File: config.mk
export PLATFORM = sky130hd
export DESIGN_NAME = user_fabric_end_flat
export DESIGN_NICKNAME = d
export VERILOG_FILES = /design/src/hw/clkrst_pkg.sv /design/src/hw/clkrst_if.sv /design/src/hw/sync2.sv /design/src/hw/user_fabric_end.sv /design/src/flat_wrapper.sv
export VERILOG_INCLUDE_DIRS = /design/src /design/src/hw
export SDC_FILE = /design/constraint.sdc
export NUM_CORES = 1
export LEC_CHECK = 0
export BUFFER_PORTS_ARGS = -buffer_cell sky130_fd_sc_hd__buf_4
export CELL_PAD_IN_SITES_DETAIL_PLACEMENT = 0
export CELL_PAD_IN_SITES_GLOBAL_PLACEMENT = 1
export CORE_MARGIN = 8
export CORE_UTILIZATION = 35
export DETAILED_ROUTE_END_ITERATION = 7
export GPL_TIMING_DRIVEN = 0
export HOLD_SLACK_MARGIN = 0.15
export PLACE_DENSITY_LB_ADDON = 0.1
export SLEW_MARGIN = 20
export SYNTH_ARGS = -nofsm -noshare
export SYNTH_HDL_FRONTEND = slang
export SYNTH_SLANG_ARGS = --single-unit
export TNS_END_PERCENT = 10
File: constraint.sdc
create_clock -name aclk -period 2.27 [get_ports aclk]
set_clock_uncertainty 0.2 [all_clocks]
set_input_delay 0.5675 -clock aclk [delete_from_list [all_inputs] [get_ports aclk]]
set_output_delay 0.5675 -clock aclk [all_outputs]
set_load 0.03 [all_outputs]
File: src/hw/clkrst_map.svh
/*
 * Offsets, field positions, reset values and timing counts shared by both ends
 * of the clock, reset and status link.
 * Assumes a single 50 MHz aclk drives every end of the link.
 */
`ifndef CLKRST_MAP_SVH
`define CLKRST_MAP_SVH

// ============================================================
// Timing
`define CLK_HZ 50000000
`define QUIESCE_HOLD_MS 50
// Low time must exceed the completion timeout, so one cycle is added.
`define QUIESCE_HOLD_CYC (((`CLK_HZ / 1000) * `QUIESCE_HOLD_MS) + 1)
`define HOLD_CNT_W 22
`define STRETCH_W 5
`define FABRIC_STRETCH 5'h10
`define STRAP_DELAY 2'h3

// ============================================================
// Controller register map (byte offsets in a 4-bit address space)
`define ADDR_W 4
`define REG_CTRL 4'h0
`define REG_STATUS 4'h4
`define CTRL_SOFT_REQ 0
`define STAT_LINK_UP 0
`define STAT_MSI_EN 1
`define STAT_MSIX_EN 2
`define STAT_VEC_LSB 3
`define STAT_FABRIC_RSTN 6
`define STAT_SOFT_DONE 7
`define RESP_OKAY 2'h0
`define RESP_SLVERR 2'h2

`endif

File: src/hw/clkrst_pkg.sv
/*
 * Types shared by the device end, the user end and the link interface.
 * Assumes clkrst_map.svh is on the include path.
 */
`include "clkrst_map.svh"

package clkrst_pkg;

    // ============================================================
    // Common types
    typedef logic [2:0] vec_width_t;

    // Gray coded along idle, quiet, hold, wait.
    typedef enum logic [1:0] {
        FSM_IDLE  = 2'b00,
        FSM_QUIET = 2'b01,
        FSM_HOLD  = 2'b11,
        FSM_WAIT  = 2'b10
    } soft_fsm_t;

    // ============================================================
    // Device end state
    typedef struct packed {
        logic [1:0] boot;
        logic half_rate;
        logic sys_tick;
        logic fabric_clk;
        logic fabric_resetn;
        logic engine_resetn;
        logic [`STRETCH_W-1:0] stretch;
        logic link_up;
        logic msi_en;
        logic msix_en;
        vec_width_t msi_vecs;
    } dev_state_t;

    // ============================================================
    // User end state
    typedef struct packed {
        soft_fsm_t fsm;
        logic [`HOLD_CNT_W-1:0] cnt;
        logic soft_done;
        logic soft_resetn;
        logic pcie_rstn;
        logic fabric_aresetn;
        logic awready;
        logic aw_full;
        logic [`ADDR_W-1:0] aw_addr;
        logic wready;
        logic w_full;
        logic [7:0] w_data;
        logic w_strb;
        logic bvalid;
        logic [1:0] bresp;
        logic arready;
        logic rvalid;
        logic [31:0] rdata;
        logic [1:0] rresp;
    } usr_state_t;

endpackage

File: src/hw/clkrst_if.sv
/*
 * Link between the device end and the user end: resets in, fabric clock,
 * fabric reset and status out.
 * Assumes both ends run on the same aclk; no signal here crosses a domain.
 */
`timescale 1ns/1ps

interface clkrst_if;
    import clkrst_pkg::*;

    // ============================================================
    // Signals
    logic sys_rst_n;
    logic soft_resetn;
    logic fabric_clk;
    logic fabric_resetn;
    logic link_up;
    logic msi_enable;
    logic msix_enable;
    vec_width_t msi_vector_width;

    modport dev_mp (
        input sys_rst_n,
        input soft_resetn,
        output fabric_clk,
        output fabric_resetn,
        output link_up,
        output msi_enable,
        output msix_enable,
        output msi_vector_width
    );

    modport usr_mp (
        output sys_rst_n,
        output soft_resetn,
        input fabric_clk,
        input fabric_resetn,
        input link_up,
        input msi_enable,
        input msix_enable,
        input msi_vector_width
    );
endinterface

File: src/hw/sync2.sv
/*
 * Two flip-flop level synchroniser of configurable width.
 * Assumes each bit is a slow level; multi-bit words may tear for one cycle.
 */
`timescale 1ns/1ps

module sync2 #(
    parameter int W = 1
) (
    // Clock and reset
    input wire logic aclk,
    input wire logic aresetn,
    // Asynchronous levels in, synchronised levels out
    input wire logic [W-1:0] async_in,
    output logic [W-1:0] sync_out
);
    typedef struct packed {
        logic [W-1:0] s2;
        logic [W-1:0] s1;
    } sync_state_t;

    sync_state_t q_r;
    sync_state_t q_nxt;

    // ============================================================
    // The first stage feeds only the second stage.
    always_comb begin
        q_nxt.s1 = async_in;
        q_nxt.s2 = q_r.s1;
    end

    // ============================================================
    // State register.
    always_ff @(posedge aclk) begin
        if (!aresetn) begin
            q_r <= '0;
        end else begin
            q_r <= q_nxt;
        end
    end

    assign sync_out = q_r.s2;
endmodule

File: src/hw/user_fabric_end.sv
/*
 * User end of the clock, reset and status link: passes the edge-connector
 * reset on, runs the soft engine reset sequence on software request and
 * exposes control and status over an AXI4-Lite slave.
 * Assumes perst_n is an asynchronous pin and traffic_idle is on aclk.
 */
// Register access over AXI4-Lite and the register offsets were decided locally.
`timescale 1ns/1ps
`include "clkrst_map.svh"

module user_fabric_end #(
    parameter int unsigned HOLD_CYCLES = `QUIESCE_HOLD_CYC
) (
    // Clock and reset
    input wire logic aclk,
    input wire logic aresetn,
    // Board and fabric levels
    input wire logic perst_n,
    input wire logic traffic_idle,
    output logic fabric_aresetn,
    // AXI4-Lite write channels
    input wire logic [`ADDR_W-1:0] awaddr,
    input wire logic awvalid,
    output logic awready,
    input wire logic [31:0] wdata,
    input wire logic [3:0] wstrb,
    input wire logic wvalid,
    output logic wready,
    output logic [1:0] bresp,
    output logic bvalid,
    input wire logic bready,
    // AXI4-Lite read channels
    input wire logic [`ADDR_W-1:0] araddr,
    input wire logic arvalid,
    output logic arready,
    output logic [31:0] rdata,
    output logic [1:0] rresp,
    output logic rvalid,
    input wire logic rready,
    // Link to the device end
    clkrst_if.usr_mp lnk
);
    import clkrst_pkg::*;

    localparam logic [`HOLD_CNT_W-1:0] HOLD_LAST = `HOLD_CNT_W'(HOLD_CYCLES - 1);

    usr_state_t q_r;
    usr_state_t q_nxt;
    logic perst_sync;
    logic do_wr;

    // ============================================================
    // Address decode, shared by the read and write paths.
    function automatic logic is_mapped(input logic [`ADDR_W-1:0] a);
        return (a == `REG_CTRL) || (a == `REG_STATUS);
    endfunction

    function automatic logic [31:0] read_word(input logic [`ADDR_W-1:0] a,
                                              input usr_state_t s);
        logic [31:0] v;
        v = 32'h0000_0000;
        if (a == `REG_CTRL) begin
            v[`CTRL_SOFT_REQ] = (s.fsm != FSM_IDLE);
        end else if (a == `REG_STATUS) begin
            v[`STAT_LINK_UP] = lnk.link_up;
            v[`STAT_MSI_EN] = lnk.msi_enable;
            v[`STAT_MSIX_EN] = lnk.msix_enable;
            v[`STAT_VEC_LSB +: 3] = lnk.msi_vector_width;
            v[`STAT_FABRIC_RSTN] = lnk.fabric_resetn;
            v[`STAT_SOFT_DONE] = s.soft_done;
        end
        return v;
    endfunction

    // ============================================================
    // The edge-connector pin is synchronised before use.
    sync2 #(
        .W(1)
    ) u_perst_sync (
        .aclk(aclk),
        .aresetn(aresetn),
        .async_in(perst_n),
        .sync_out(perst_sync)
    );

    assign do_wr = q_r.aw_full && q_r.w_full && !q_r.bvalid;

    // ============================================================
    // Next-state logic: bus slave, then the soft reset sequence.
    always_comb begin
        q_nxt = q_r;
        q_nxt.pcie_rstn = perst_sync;
        q_nxt.fabric_aresetn = lnk.fabric_resetn;

        // Address and data are taken in either order, then joined.
        if (awvalid && q_r.awready) begin
            q_nxt.aw_full = 1'b1;
            q_nxt.aw_addr = awaddr;
        end
        if (wvalid && q_r.wready) begin
            q_nxt.w_full = 1'b1;
            q_nxt.w_data = wdata[7:0];
            q_nxt.w_strb = wstrb[0];
        end
        if (q_r.bvalid && bready) begin
            q_nxt.bvalid = 1'b0;
        end
        if (do_wr) begin
            q_nxt.aw_full = 1'b0;
            q_nxt.w_full = 1'b0;
            q_nxt.bvalid = 1'b1;
            q_nxt.bresp = is_mapped(q_r.aw_addr) ? `RESP_OKAY : `RESP_SLVERR;
            if (q_r.w_strb && q_r.aw_addr == `REG_STATUS
                    && q_r.w_data[`STAT_SOFT_DONE]) begin
                q_nxt.soft_done = 1'b0;
            end
        end
        q_nxt.awready = !q_nxt.aw_full;
        q_nxt.wready = !q_nxt.w_full;

        // One read at a time; a new address is refused until rready.
        if (q_r.rvalid && rready) begin
            q_nxt.rvalid = 1'b0;
        end
        if (arvalid && q_r.arready) begin
            q_nxt.rvalid = 1'b1;
            q_nxt.rdata = read_word(araddr, q_r);
            q_nxt.rresp = is_mapped(araddr) ? `RESP_OKAY : `RESP_SLVERR;
        end
        q_nxt.arready = !q_nxt.rvalid;

        // Soft reset runs only on request, never by itself at link-up.
        case (q_r.fsm)
            FSM_IDLE: begin
                if (do_wr && q_r.w_strb && q_r.aw_addr == `REG_CTRL
                        && q_r.w_data[`CTRL_SOFT_REQ]) begin
                    q_nxt.fsm = FSM_QUIET;
                end
            end
            FSM_QUIET: begin
                if (traffic_idle) begin
                    q_nxt.fsm = FSM_HOLD;
                    q_nxt.soft_resetn = 1'b0;
                    q_nxt.cnt = '0;
                end
            end
            FSM_HOLD: begin
                q_nxt.cnt = q_r.cnt + `HOLD_CNT_W'(1);
                if (q_r.cnt == HOLD_LAST) begin
                    q_nxt.fsm = FSM_WAIT;
                    q_nxt.soft_resetn = 1'b1;
                end
            end
            FSM_WAIT: begin
                if (lnk.fabric_resetn) begin
                    q_nxt.fsm = FSM_IDLE;
                    q_nxt.soft_done = 1'b1; // Set beats a same-cycle clear.
                end
            end
            default: begin
                q_nxt.fsm = FSM_IDLE;
                q_nxt.soft_resetn = 1'b1;
            end
        endcase
    end

    // ============================================================
    // State register.
    always_ff @(posedge aclk) begin
        if (!aresetn) begin
            q_r <= '0;
            q_r.soft_resetn <= 1'b1;
        end else begin
            q_r <= q_nxt;
        end
    end

    // ============================================================
    // Outputs, all straight from the state register.
    assign fabric_aresetn = q_r.fabric_aresetn;
    assign awready = q_r.awready;
    assign wready = q_r.wready;
    assign bvalid = q_r.bvalid;
    assign bresp = q_r.bresp;
    assign arready = q_r.arready;
    assign rvalid = q_r.rvalid;
    assign rdata = q_r.rdata;
    assign rresp = q_r.rresp;
    assign lnk.sys_rst_n = q_r.pcie_rstn;
    assign lnk.soft_resetn = q_r.soft_resetn;
endmodule

File: src/flat_wrapper.sv
// flat-port wrapper written by rule: the top's interface ports become plain ports
module user_fabric_end_flat import clkrst_pkg::*;
#(
    parameter int unsigned HOLD_CYCLES = `QUIESCE_HOLD_CYC
)
  (aclk, aresetn, perst_n, traffic_idle, fabric_aresetn, awaddr, awvalid, awready, wdata, wstrb, wvalid, wready, bresp, bvalid, bready, araddr, arvalid, arready, rdata, rresp, rvalid, rready, lnk_sys_rst_n, lnk_soft_resetn, lnk_fabric_clk, lnk_fabric_resetn, lnk_link_up, lnk_msi_enable, lnk_msix_enable, lnk_msi_vector_width);
  clkrst_if lnk_i ();
  input wire logic aclk;
  input wire logic aresetn;
  input wire logic perst_n;
  input wire logic traffic_idle;
  output logic fabric_aresetn;
  input wire logic [`ADDR_W-1:0] awaddr;
  input wire logic awvalid;
  output logic awready;
  input wire logic [31:0] wdata;
  input wire logic [3:0] wstrb;
  input wire logic wvalid;
  output logic wready;
  output logic [1:0] bresp;
  output logic bvalid;
  input wire logic bready;
  input wire logic [`ADDR_W-1:0] araddr;
  input wire logic arvalid;
  output logic arready;
  output logic [31:0] rdata;
  output logic [1:0] rresp;
  output logic rvalid;
  input wire logic rready;
  output wire logic [$bits(lnk_i.sys_rst_n)-1:0] lnk_sys_rst_n;
  output wire logic [$bits(lnk_i.soft_resetn)-1:0] lnk_soft_resetn;
  input wire logic [$bits(lnk_i.fabric_clk)-1:0] lnk_fabric_clk;
  input wire logic [$bits(lnk_i.fabric_resetn)-1:0] lnk_fabric_resetn;
  input wire logic [$bits(lnk_i.link_up)-1:0] lnk_link_up;
  input wire logic [$bits(lnk_i.msi_enable)-1:0] lnk_msi_enable;
  input wire logic [$bits(lnk_i.msix_enable)-1:0] lnk_msix_enable;
  input wire logic [$bits(lnk_i.msi_vector_width)-1:0] lnk_msi_vector_width;
  assign lnk_sys_rst_n = lnk_i.sys_rst_n;
  assign lnk_soft_resetn = lnk_i.soft_resetn;
  assign lnk_i.fabric_clk = lnk_fabric_clk;
  assign lnk_i.fabric_resetn = lnk_fabric_resetn;
  assign lnk_i.link_up = lnk_link_up;
  assign lnk_i.msi_enable = lnk_msi_enable;
  assign lnk_i.msix_enable = lnk_msix_enable;
  assign lnk_i.msi_vector_width = lnk_msi_vector_width;
  user_fabric_end #(.HOLD_CYCLES(HOLD_CYCLES)) u_core (.aclk(aclk), .aresetn(aresetn), .perst_n(perst_n), .traffic_idle(traffic_idle), .fabric_aresetn(fabric_aresetn), .awaddr(awaddr), .awvalid(awvalid), .awready(awready), .wdata(wdata), .wstrb(wstrb), .wvalid(wvalid), .wready(wready), .bresp(bresp), .bvalid(bvalid), .bready(bready), .araddr(araddr), .arvalid(arvalid), .arready(arready), .rdata(rdata), .rresp(rresp), .rvalid(rvalid), .rready(rready), .lnk(lnk_i));
endmodule
# == Word-level counts from Yosys, hierarchy flattened ==
# Cells that the tools add are included.
# totals
register_bits,62
out_inout_bits,44
in_bits,61
word_cells,85
# op_classes
n_eq_ne,10
n_reduce_logical,27
addsub,1
n_mux,26
# op_table
operator,count
one-hot mux 22 bit (2 select lines),1
two-way mux 35 bit,1
two-way mux 24 bit,1
"adder 22 x 1 -> 22 bit, second input constant",1
"== test 22 bit, second input constant",1
logical AND 1 bit,12
two-way mux 1 bit,11
two-way mux 10 bit,1
two-way mux 2 bit,5
"== test 4 x 3 -> 1 bit, second input constant",2
logical NOT 4 bit,2
two-way mux 8 bit,1
one-hot mux 2 bit (4 select lines),1
two-way mux 7 bit,1
nonzero test 2 bit,3
two-way mux 5 bit,1
"== test 2 bit, second input constant",2
logical NOT 1 bit,4
"inequality test 2 x 1 -> 1 bit, second input constant",2
"inequality test 2 bit, second input constant",2
AND reduction 4 bit,1
two-way mux 3 bit,1
AND reduction 3 bit,1
"== test 2 x 1 -> 1 bit, second input constant",1
4 further kinds,5

# == Logic depth before layout (Yosys ltp) ==
# Gate-level depths: netlist of the first run.
# logic_depth
depth_word,7
depth_mapped,7
ltp_nobuf,6

# == Cells and area by module ==
# Synthesis of the first run repeated with hierarchy kept, for this count alone.
# hier_totals
cells_unflattened,333
hier_area_um2,2695.1
# by_module_without_submodules
module,cells_per_inst,area_per_inst_um2,n_inst,seq_area_each_um2
user_fabric_end,329,2642.5,1,1041.0
sync2,4,52.6,1,40.0

# == Worst setup path before layout of the first run ==
# No wires, ideal clock.
# synth_timing
kind,reg2reg
startpoint,register u_core.q_r[60] (netlist name)
endpoint,register u_core.q_r[78] (netlist name)
period_less_slack_ns,1.839
t_arrival_ns,1.577
setup_slack_ns,0.431
path_buffers,0
path_stages_with_launch,6
t_required_ns,2.008
setup_ns,0.062
path_cell_list,dfxtp_1 ha_1 and3_2 nand4_2 or4_1 nand3_1
# synth_via
elab_chain_cells,2
# synth_rtl
item,line_no,text
start: declaration,user_fabric_end.sv:47,usr_state_t q_r;
start signal: assignment,user_fabric_end.sv:174,q_r <= q_nxt;
adder 22 x 1 -> 22 bit,user_fabric_end.sv:148,q_nxt.cnt = q_r.cnt + `HOLD_CNT_W'(1);
one-hot mux 22 bit (2 select lines),user_fabric_end.sv:133,case (q_r.fsm)
# No other way between the ends.
# A chain may end at the register's enable or synchronous reset.

# == Worst setup path in the final report of the first run ==
# Same ends and word-level chain as after synthesis.

==> impl_metrics.csv, run 1 <==
group,metric,value,unit
pwr,vdd_ir_drop_max,0.000258,V
place,pre_cts_ws,0.107,ns
setup_path,cp-start-kind,"register",
clock_network,cts_setup_buffers,0,
setup_path,critPathRequiredTime,2.33,ns
pwr,p_leak,1.46,nW
timing,hold_ws,0.244,ns
synth,yosysWarnings,0,
route,ant_nets,0,
pwr,finalPower,1.85,mW
grt,gr-total-overflow,0,
timing,postLayoutSetupSlackWorst,0.176,ns
place,post_dp_cell_area,3310,µm²
synth,ys.flop_type,"dfxtp_1",
timing,timing.final.crit_share,0.922,
place,portBuffers,43,
synth,syn_inst,327,
timing,tightestPinTransition,0.500,ns
setup_path,endpoint_kind,"register",
timing,finalMaxSlewViolations,0,
clock_network,cts_hold_buf,0,
route,drtIter0Drc,97,
timing,setup_tns,0,ns
synth,synthSimpleGateAreaFrac,0.267,
final_layout,final_util,0.443,
timing,rsz0062_at_grt,"false",
setup_path,cp_slowest_stage_delay,0.53,ns
synth,seq_area_frac_synth,0.391,
grt,grt_pass1_vias,2329,
grt,antenna_found_initial,0,
route,drc,0,
floorplan,start_util,0.359,
clock_network,cts_inserted_buffers,5,
synth,muxShareOfSynthArea,0.0109,
clock_network,ctsHtreeMaxLevel,2,
clock_network,cts_tree,"done",
clock_network,clock_latency,0.31,ns
final_layout,post_route_cells_drive_above_1_share,0.261,
final_layout,fillers,825,
final_layout,stdcell_count,505,
synth,synth.distinct_cells,55,
synth,synthAdderAreaFrac,0.00906,
synth,synthXorXnorAreaFrac,0,
synth,async_flop_share,0,
setup_path,cp_max_fo,8,
route,routed_via_density,4.89,
outcome,status,"completed",
setup_path,cp_slowest_cell,"or4_1",
min_path,hold_path_class,"register to register",
final_layout,syn_to_final_growth,23.2,%
floorplan,die_h,105,µm
route,via_count,2470,
floorplan,core.rowCount,32,
route,avgRoutedWirePerCell,13.9,µm
timing,hold_viol_final,0,
route,drt_wl_total,7000,µm
timing,relSlewSlack,0.664,
clock_network,cts.sinks,54,
grt,grt_max_degree,18,
route,first_pass_iters,4,
grt,grt_first_pass_wirelength,11400,µm
timing,fin_crit,2.09,ns
setup_path,worst-setup-path-type,"register to register",
synth,synth-seq-cells,54,
clock_network,path_clk_slew,0.10,ns
floorplan,ios,105,
place,gp_congestion,0.766,
timing,finalSetupViolations,0,
grt,grtUsageTotal,0.123,
setup_path,cp_top_family,"simple AND/OR/NAND/NOR gates",
pwr,p_per_area,543,nW/µm²
clock_network,cts_buffer_depth,2,
setup_path,r2r_setup_slack,0.18,ns
setup_path,crit_buf_inv,0,
setup_path,arrival,2.15,ns
synth,synth-edff-count,0,
synth,syn_avg_cell_area,8.45,µm²
synth,syn_area,2760,µm²
floorplan,coreArea,7690,µm²
place,dp_hpwl,5210,µm
clock_network,cts_resized,0,
floorplan,dieArea,11000,µm²
timing,max_freq,478,MHz
final_layout,fin_area,3400,µm²
setup_path,path_cells,"ha_1, and3_2, nand4_2, or4_1, nand3_1",
synth,synth_compound_area_frac,0.164,
synth,synth_top_family_by_area,"simple AND/OR/NAND/NOR gates",
clock_network,root_buffer,"clkbuf_8",
final_layout,n_antenna_cell,0,
place,place_inst,497,
floorplan,die_w,105,µm
job,max-cap-violations,0,
final_layout,nets,465,
==> synthesized netlist by cell type (all sizes together), types with 2 or more instances <==
cell	count	area [µm²]
inv	8	30.0
dfxtp	54	1080
a22oi	8	60.1
nand4	9	77.6
a31oi	7	43.8
nand2b	2	12.5
o21ai	16	80.1
nor2b	2	12.5
mux2i	3	30.0
clkbuf	12	75.1
nor2	21	78.8
nand3	23	120
and4	6	56.3
a41oi	2	17.5
buf	43	328
or4	4	30.0
o41ai	2	17.5
nor4b	3	26.3
and3	8	56.3
or3	3	18.8
o2111ai	2	17.5
nor3	6	30.0
nand2	32	120
and2	7	43.8
nor4	3	18.8
o211ai	3	22.5
ha	2	25.0
a21oi	20	100
o311ai	2	17.5
==> cells in the final DEF, fill, tap and decap left out, types with 3 or more instances in the layout <==
cell type	count
nor2_1	21
clkbuf_1	9
or3_1	3
nand4_1	7
conb_1	26
o21ai_0	15
and3_1	6
and4_1	4
buf_6	3
mux2i_1	3
a22oi_1	8
nor4b_1	3
nand3_1	22
o211ai_1	3
clkbuf_8	8
and2_1	7
a21oi_1	20
a31oi_1	7
or4_1	4
dfxtp_1	54
nor3_1	6
inv_1	8
buf_4	81
nand2_1	32
==> state kept, by name (all words and copies together), names as in the netlist <==
name,flops
u_core.lnk.soft_resetn,1
u_core.arready,1
u_core.q_r,34
u_core.wready,1
u_core.fabric_aresetn,1
u_core.u_perst_sync.q_nxt,1
u_core.u_perst_sync.sync_out,1
u_core.awready,1
u_core.rresp,1
u_core.lnk.sys_rst_n,1
u_core.bvalid,1
u_core.rdata,8
u_core.bresp,1
u_core.rvalid,1
==> metal layers <==
layer / track usage / up-vias / share of wire
li1: - / 1270 / -
met1: 0.150 / 1130 / 0.45
met2: 0.198 / 68 / 0.46
met3: 0.0485 / 2 / 0.086
met4: 0.0336 / 0 / 0.0059
met5: 0 / - / 0
==> path summary, 6_finish.rpt <==
check	to	depth (start not counted)	startpoint
max	u_core.q_r[78]	5	u_core.q_r[60]
max reg2reg	u_core.q_r[78]	5	u_core.q_r[60]
min	u_core.lnk.sys_rst_n	1	u_core.u_perst_sync.sync_out
min reg2reg	u_core.lnk.sys_rst_n	1	u_core.u_perst_sync.sync_out
==> kinds of logic (layout without fill, tap and decap cells) <==
logic type	Yosys count	after routing
simple gates	133	133
compound gates	71	71
buf+inv	63	114
flops	54	54
mux	3	3
fa+ha+maj	2	2
other cells	1	26
==> area by class of cell <==
cell class | count | area [µm²] | area share
multi-input cells | 235 | 1350 | 0.396
flip-flops and latches | 54 | 1080 | 0.318
plain buffers | 55 | 403 | 0.118
repair buffers | 43 | 323 | 0.0949
well taps | 102 | 128 | 0.0375
clock buffers | 5 | 68.8 | 0.0202
inverters | 8 | 30.0 | 0.00882
clock inverters | 3 | 21.3 | 0.00625
==> where the power goes <==
group	total [mW]	switching, mW	internal (mW)
clock network	0.557	0.339	0.218
logic	0.297	0.180	0.117
registers	0.995	0.0203	0.975
total	1.85	0.539	1.31
==> worst reg2reg max path, delay by kind of cell, from the launching register on <==
family                     cells  cell delay (ns)
and+or+nand+nor                4             1.11
DFF                            1             0.47
adders and majority gates      1             0.26
No activity file was read; power rests on OpenSTA's default activity.
==> run 2: changes to the inputs <==
--- a/config.mk
+++ b/config.mk
@@ -6,11 +6,12 @@
 export SDC_FILE = /design/constraint.sdc
 export NUM_CORES = 1
 export LEC_CHECK = 0
+export ABC_AREA = 1
 export BUFFER_PORTS_ARGS = -buffer_cell sky130_fd_sc_hd__buf_4
 export CELL_PAD_IN_SITES_DETAIL_PLACEMENT = 0
 export CELL_PAD_IN_SITES_GLOBAL_PLACEMENT = 1
 export CORE_MARGIN = 8
-export CORE_UTILIZATION = 35
+export CORE_UTILIZATION = 34
 export DETAILED_ROUTE_END_ITERATION = 7
 export GPL_TIMING_DRIVEN = 0
 export HOLD_SLACK_MARGIN = 0.15
==> constraint.sdc (replaced) <==
create_clock -name aclk -period 2.3 [get_ports aclk]
set_clock_uncertainty 0.2 [all_clocks]
set_input_delay 0.575 -clock aclk [delete_from_list [all_inputs] [get_ports aclk]]
set_output_delay 0.575 -clock aclk [all_outputs]
set_load 0.03 [all_outputs]
==> run 2 against run 1 <==
Effect of this change: area after synthesis grew 2.6%; clock-buffer cell count is 1 higher; global-route usage rose by 0.74 points.
==> impl_metrics.csv, run 2 <==
group,metric,value,unit
setup_path,cp_slowest_stage_delay,0.33,ns
route,first_pass_iters,4,
min_path,hold_path_class,"register to register",
route,drc,0,
setup_path,critical_path_cell_count,2,
floorplan,dieArea,11500,µm²
setup_path,ff2ff_path_depth,9,
route,drtIter0Drc,88,
final_layout,stdcell_count,586,
floorplan,ios,105,
setup_path,critPathRequiredTime,1.52,ns
setup_path,worst-setup-path-type,"register to primary output",
final_layout,final_util,0.429,
synth,ys.flop_type,"dfxtp_1",
grt,grt_max_degree,18,
final_layout,n_antenna_cell,0,
floorplan,core.rowCount,33,
synth,syn_area,2840,µm²
place,place_inst,578,
timing,rsz0062_at_grt,"false",
grt,grt_first_pass_wirelength,12200,µm
synth,syn_inst,404,
clock_network,path_clk_slew,0.11,ns
setup_path,endpoint_kind,"primary output",
grt,grtUsageTotal,0.131,
final_layout,post_route_cells_drive_above_1_share,0.252,
synth,seq_area_frac_synth,0.381,
route,drt_wl_total,7260,µm
clock_network,ctsHtreeMaxLevel,2,
synth,syn_avg_cell_area,7.02,µm²
floorplan,coreArea,8130,µm²
setup_path,critPathLaunch,"u_core.rdata[6]",
clock_network,cts_buffer_depth,2,
grt,antenna_found_initial,0,
setup_path,arrival,0.93,ns
synth,yosys.area.top_type_share,0.381,
synth,synth_most_common_cell,"nand2_1",
synth,synth-edff-count,0,
final_layout,top_register,"u_core.q_r",
synth,yosysWarnings,0,
setup_path,reg2reg_to,"u_core.q_r[80]",
setup_path,setup.worst_path.end,"rdata[6]",
clock_network,cts_setup_buffers,0,
synth,async_flop_share,0,
setup_path,path_cells,"buf_4, buf_4",
final_layout,nets,543,
route,routed_via_density,4.45,
setup_path,worst_path_most_repeated_cell,"buf_4",
outcome,status,"completed",
clock_network,cts_tree,"done",
clock_network,cts_resized,0,
clock_network,clock_latency,0.32,ns
route,via_count,2609,
timing,fin_crit,1.71,ns
pwr,vdd_ir_drop_max,0.000287,V
synth,synth_area_leader_cell,"dfxtp_1",
final_layout,syn_to_final_growth,23.1,%
setup_path,cp_top_family,"flip-flops",
synth,synth_common_cells,"78 x nand2_1, 54 x dfxtp_1, 54 x nor2_1",
route,avgRoutedWirePerCell,12.4,µm
setup_path,cp-start-kind,"register",
setup_path,cp_max_fo,2,
timing,timing.final.crit_share,0.741,
setup_path,crit_buf_inv,2,
setup_path,cp_slowest_cell,"dfxtp_1",
timing,postLayoutSetupSlackWorst,0.595,ns
timing,finalMaxSlewViolations,0,
timing,relSlewSlack,0.613,
job,max-cap-violations,0,
clock_network,cts_inserted_buffers,5,
timing,hold_viol_final,0,
timing,finalSetupViolations,0,
clock_network,cts_hold_buf,0,
grt,grt_pass1_vias,2539,
timing,setup_tns,0,ns
synth,synth-seq-cells,54,
setup_path,rr_startpoint,"u_core.q_r[61]",
synth,synth.distinct_cells,34,
synth,synth_area_leaders,"dfxtp_1 38%, nand2_1 10%, buf_4 9.5%",
pwr,p_per_area,516,nW/µm²
place,portBuffers,44,
final_layout,largest_reg_flops,34,
place,pre_cts_ws,0.261,ns
pwr,finalPower,1.80,mW
route,ant_nets,0,
floorplan,die_h,107,µm
setup_path,r2r_setup_slack,0.61,ns
final_layout,final_common_cell,"buf_4",
final_layout,layout_common_cells,"80 x buf_4, 78 x nand2_1, 54 x nor2_1, 54 x dfxtp_1, 41 x inv_1",
floorplan,start_util,0.349,
pwr,p_leak,1.59,nW
place,gp_congestion,0.825,
timing,tightestPinTransition,0.580,ns
place,dp_hpwl,5590,µm
grt,gr-total-overflow,0,
clock_network,root_buffer,"clkbuf_8",
clock_network,cts.sinks,54,
floorplan,die_w,107,µm
timing,max_freq,586,MHz
==> run 2: cell types whose count changed after synthesis, moves of 5 or more <==
cell,delta
nor2_1,+33
nand2_1,+46
nand3_1,+8
buf_2,+5
inv_1,+33
nand2_2,+8
nor3_1,-6
nor2_2,+6
and2_1,-7
clkbuf_1,-6
a22oi_1,-7
and3_1,-6
==> run 2: how the worst min path moves through the flow <==
stage,start,endpoint,slack (ns),cells after the start
final,u_core.u_perst_sync.sync_out,u_core.lnk.sys_rst_n,0.22,2
after global routing,perst_n,u_core.u_perst_sync.q_nxt[1],0.24,3
after CTS,perst_n,u_core.u_perst_sync.q_nxt[1],0.22,3
after detailed placement,u_core.u_perst_sync.q_nxt[1],u_core.u_perst_sync.sync_out,0.20,2
after global placement,u_core.u_perst_sync.sync_out,u_core.lnk.sys_rst_n,0.20,2
after floorplan,u_core.u_perst_sync.sync_out,u_core.lnk.sys_rst_n,0.19,2
==> run 2: final cells by class <==
| cell class | count | area, µm² |
|---|---|---|
| fill | 896 | 4640 |
| multi-input combinational | 282 | 1350 |
| sequential | 54 | 1080 |
| timing repair buffer | 44 | 330 |
| buffer | 47 | 327 |
| inverter | 46 | 173 |
| tap | 105 | 131 |
| clock buffer | 6 | 82.6 |
| clock inverter | 2 | 17.5 |
==> run 2: worst min-delay path: stages, from the launching register on <==
cell and delay, ns:
dfxtp_1 0.32, nand2_1 0.04, inv_1 0.04
==> run 2: metrics by stage <==
stage          hold WS, ns  instance area (µm²)
3_5_place_dp         0.197                 3390
3_3_place_gp         0.196                 3390
4_1_cts              0.223                 3490
2_1_floorplan        0.190                 2930
6_report             0.221                 3490
5_1_grt              0.235                 3490
==> run 2: where the power goes <==
group / switching [mW] / internal, mW
clock network: 0.340 / 0.249
registers: 0.0116 / 0.959
logic: 0.147 / 0.0962
==> run 2: per-layer routing <==
metal	vias up	wire length (µm)	track usage
li1	1390	-	-
met1	1161	3390	0.164
met2	50	3330	0.210
met3	8	454	0.0389
met4	0	81	0.0412
met5	-	0	0
==> run 2: logic make-up after synthesis <==
logic type | share of synthesized area
buffers and inverters | 0.176
adders and majority gates | 0.00882
and+or+nand+nor | 0.306
other | 0.00132
DFF | 0.381
AOI/OAI and AO/OA | 0.123
xor gates and xnor gates | 0.00309
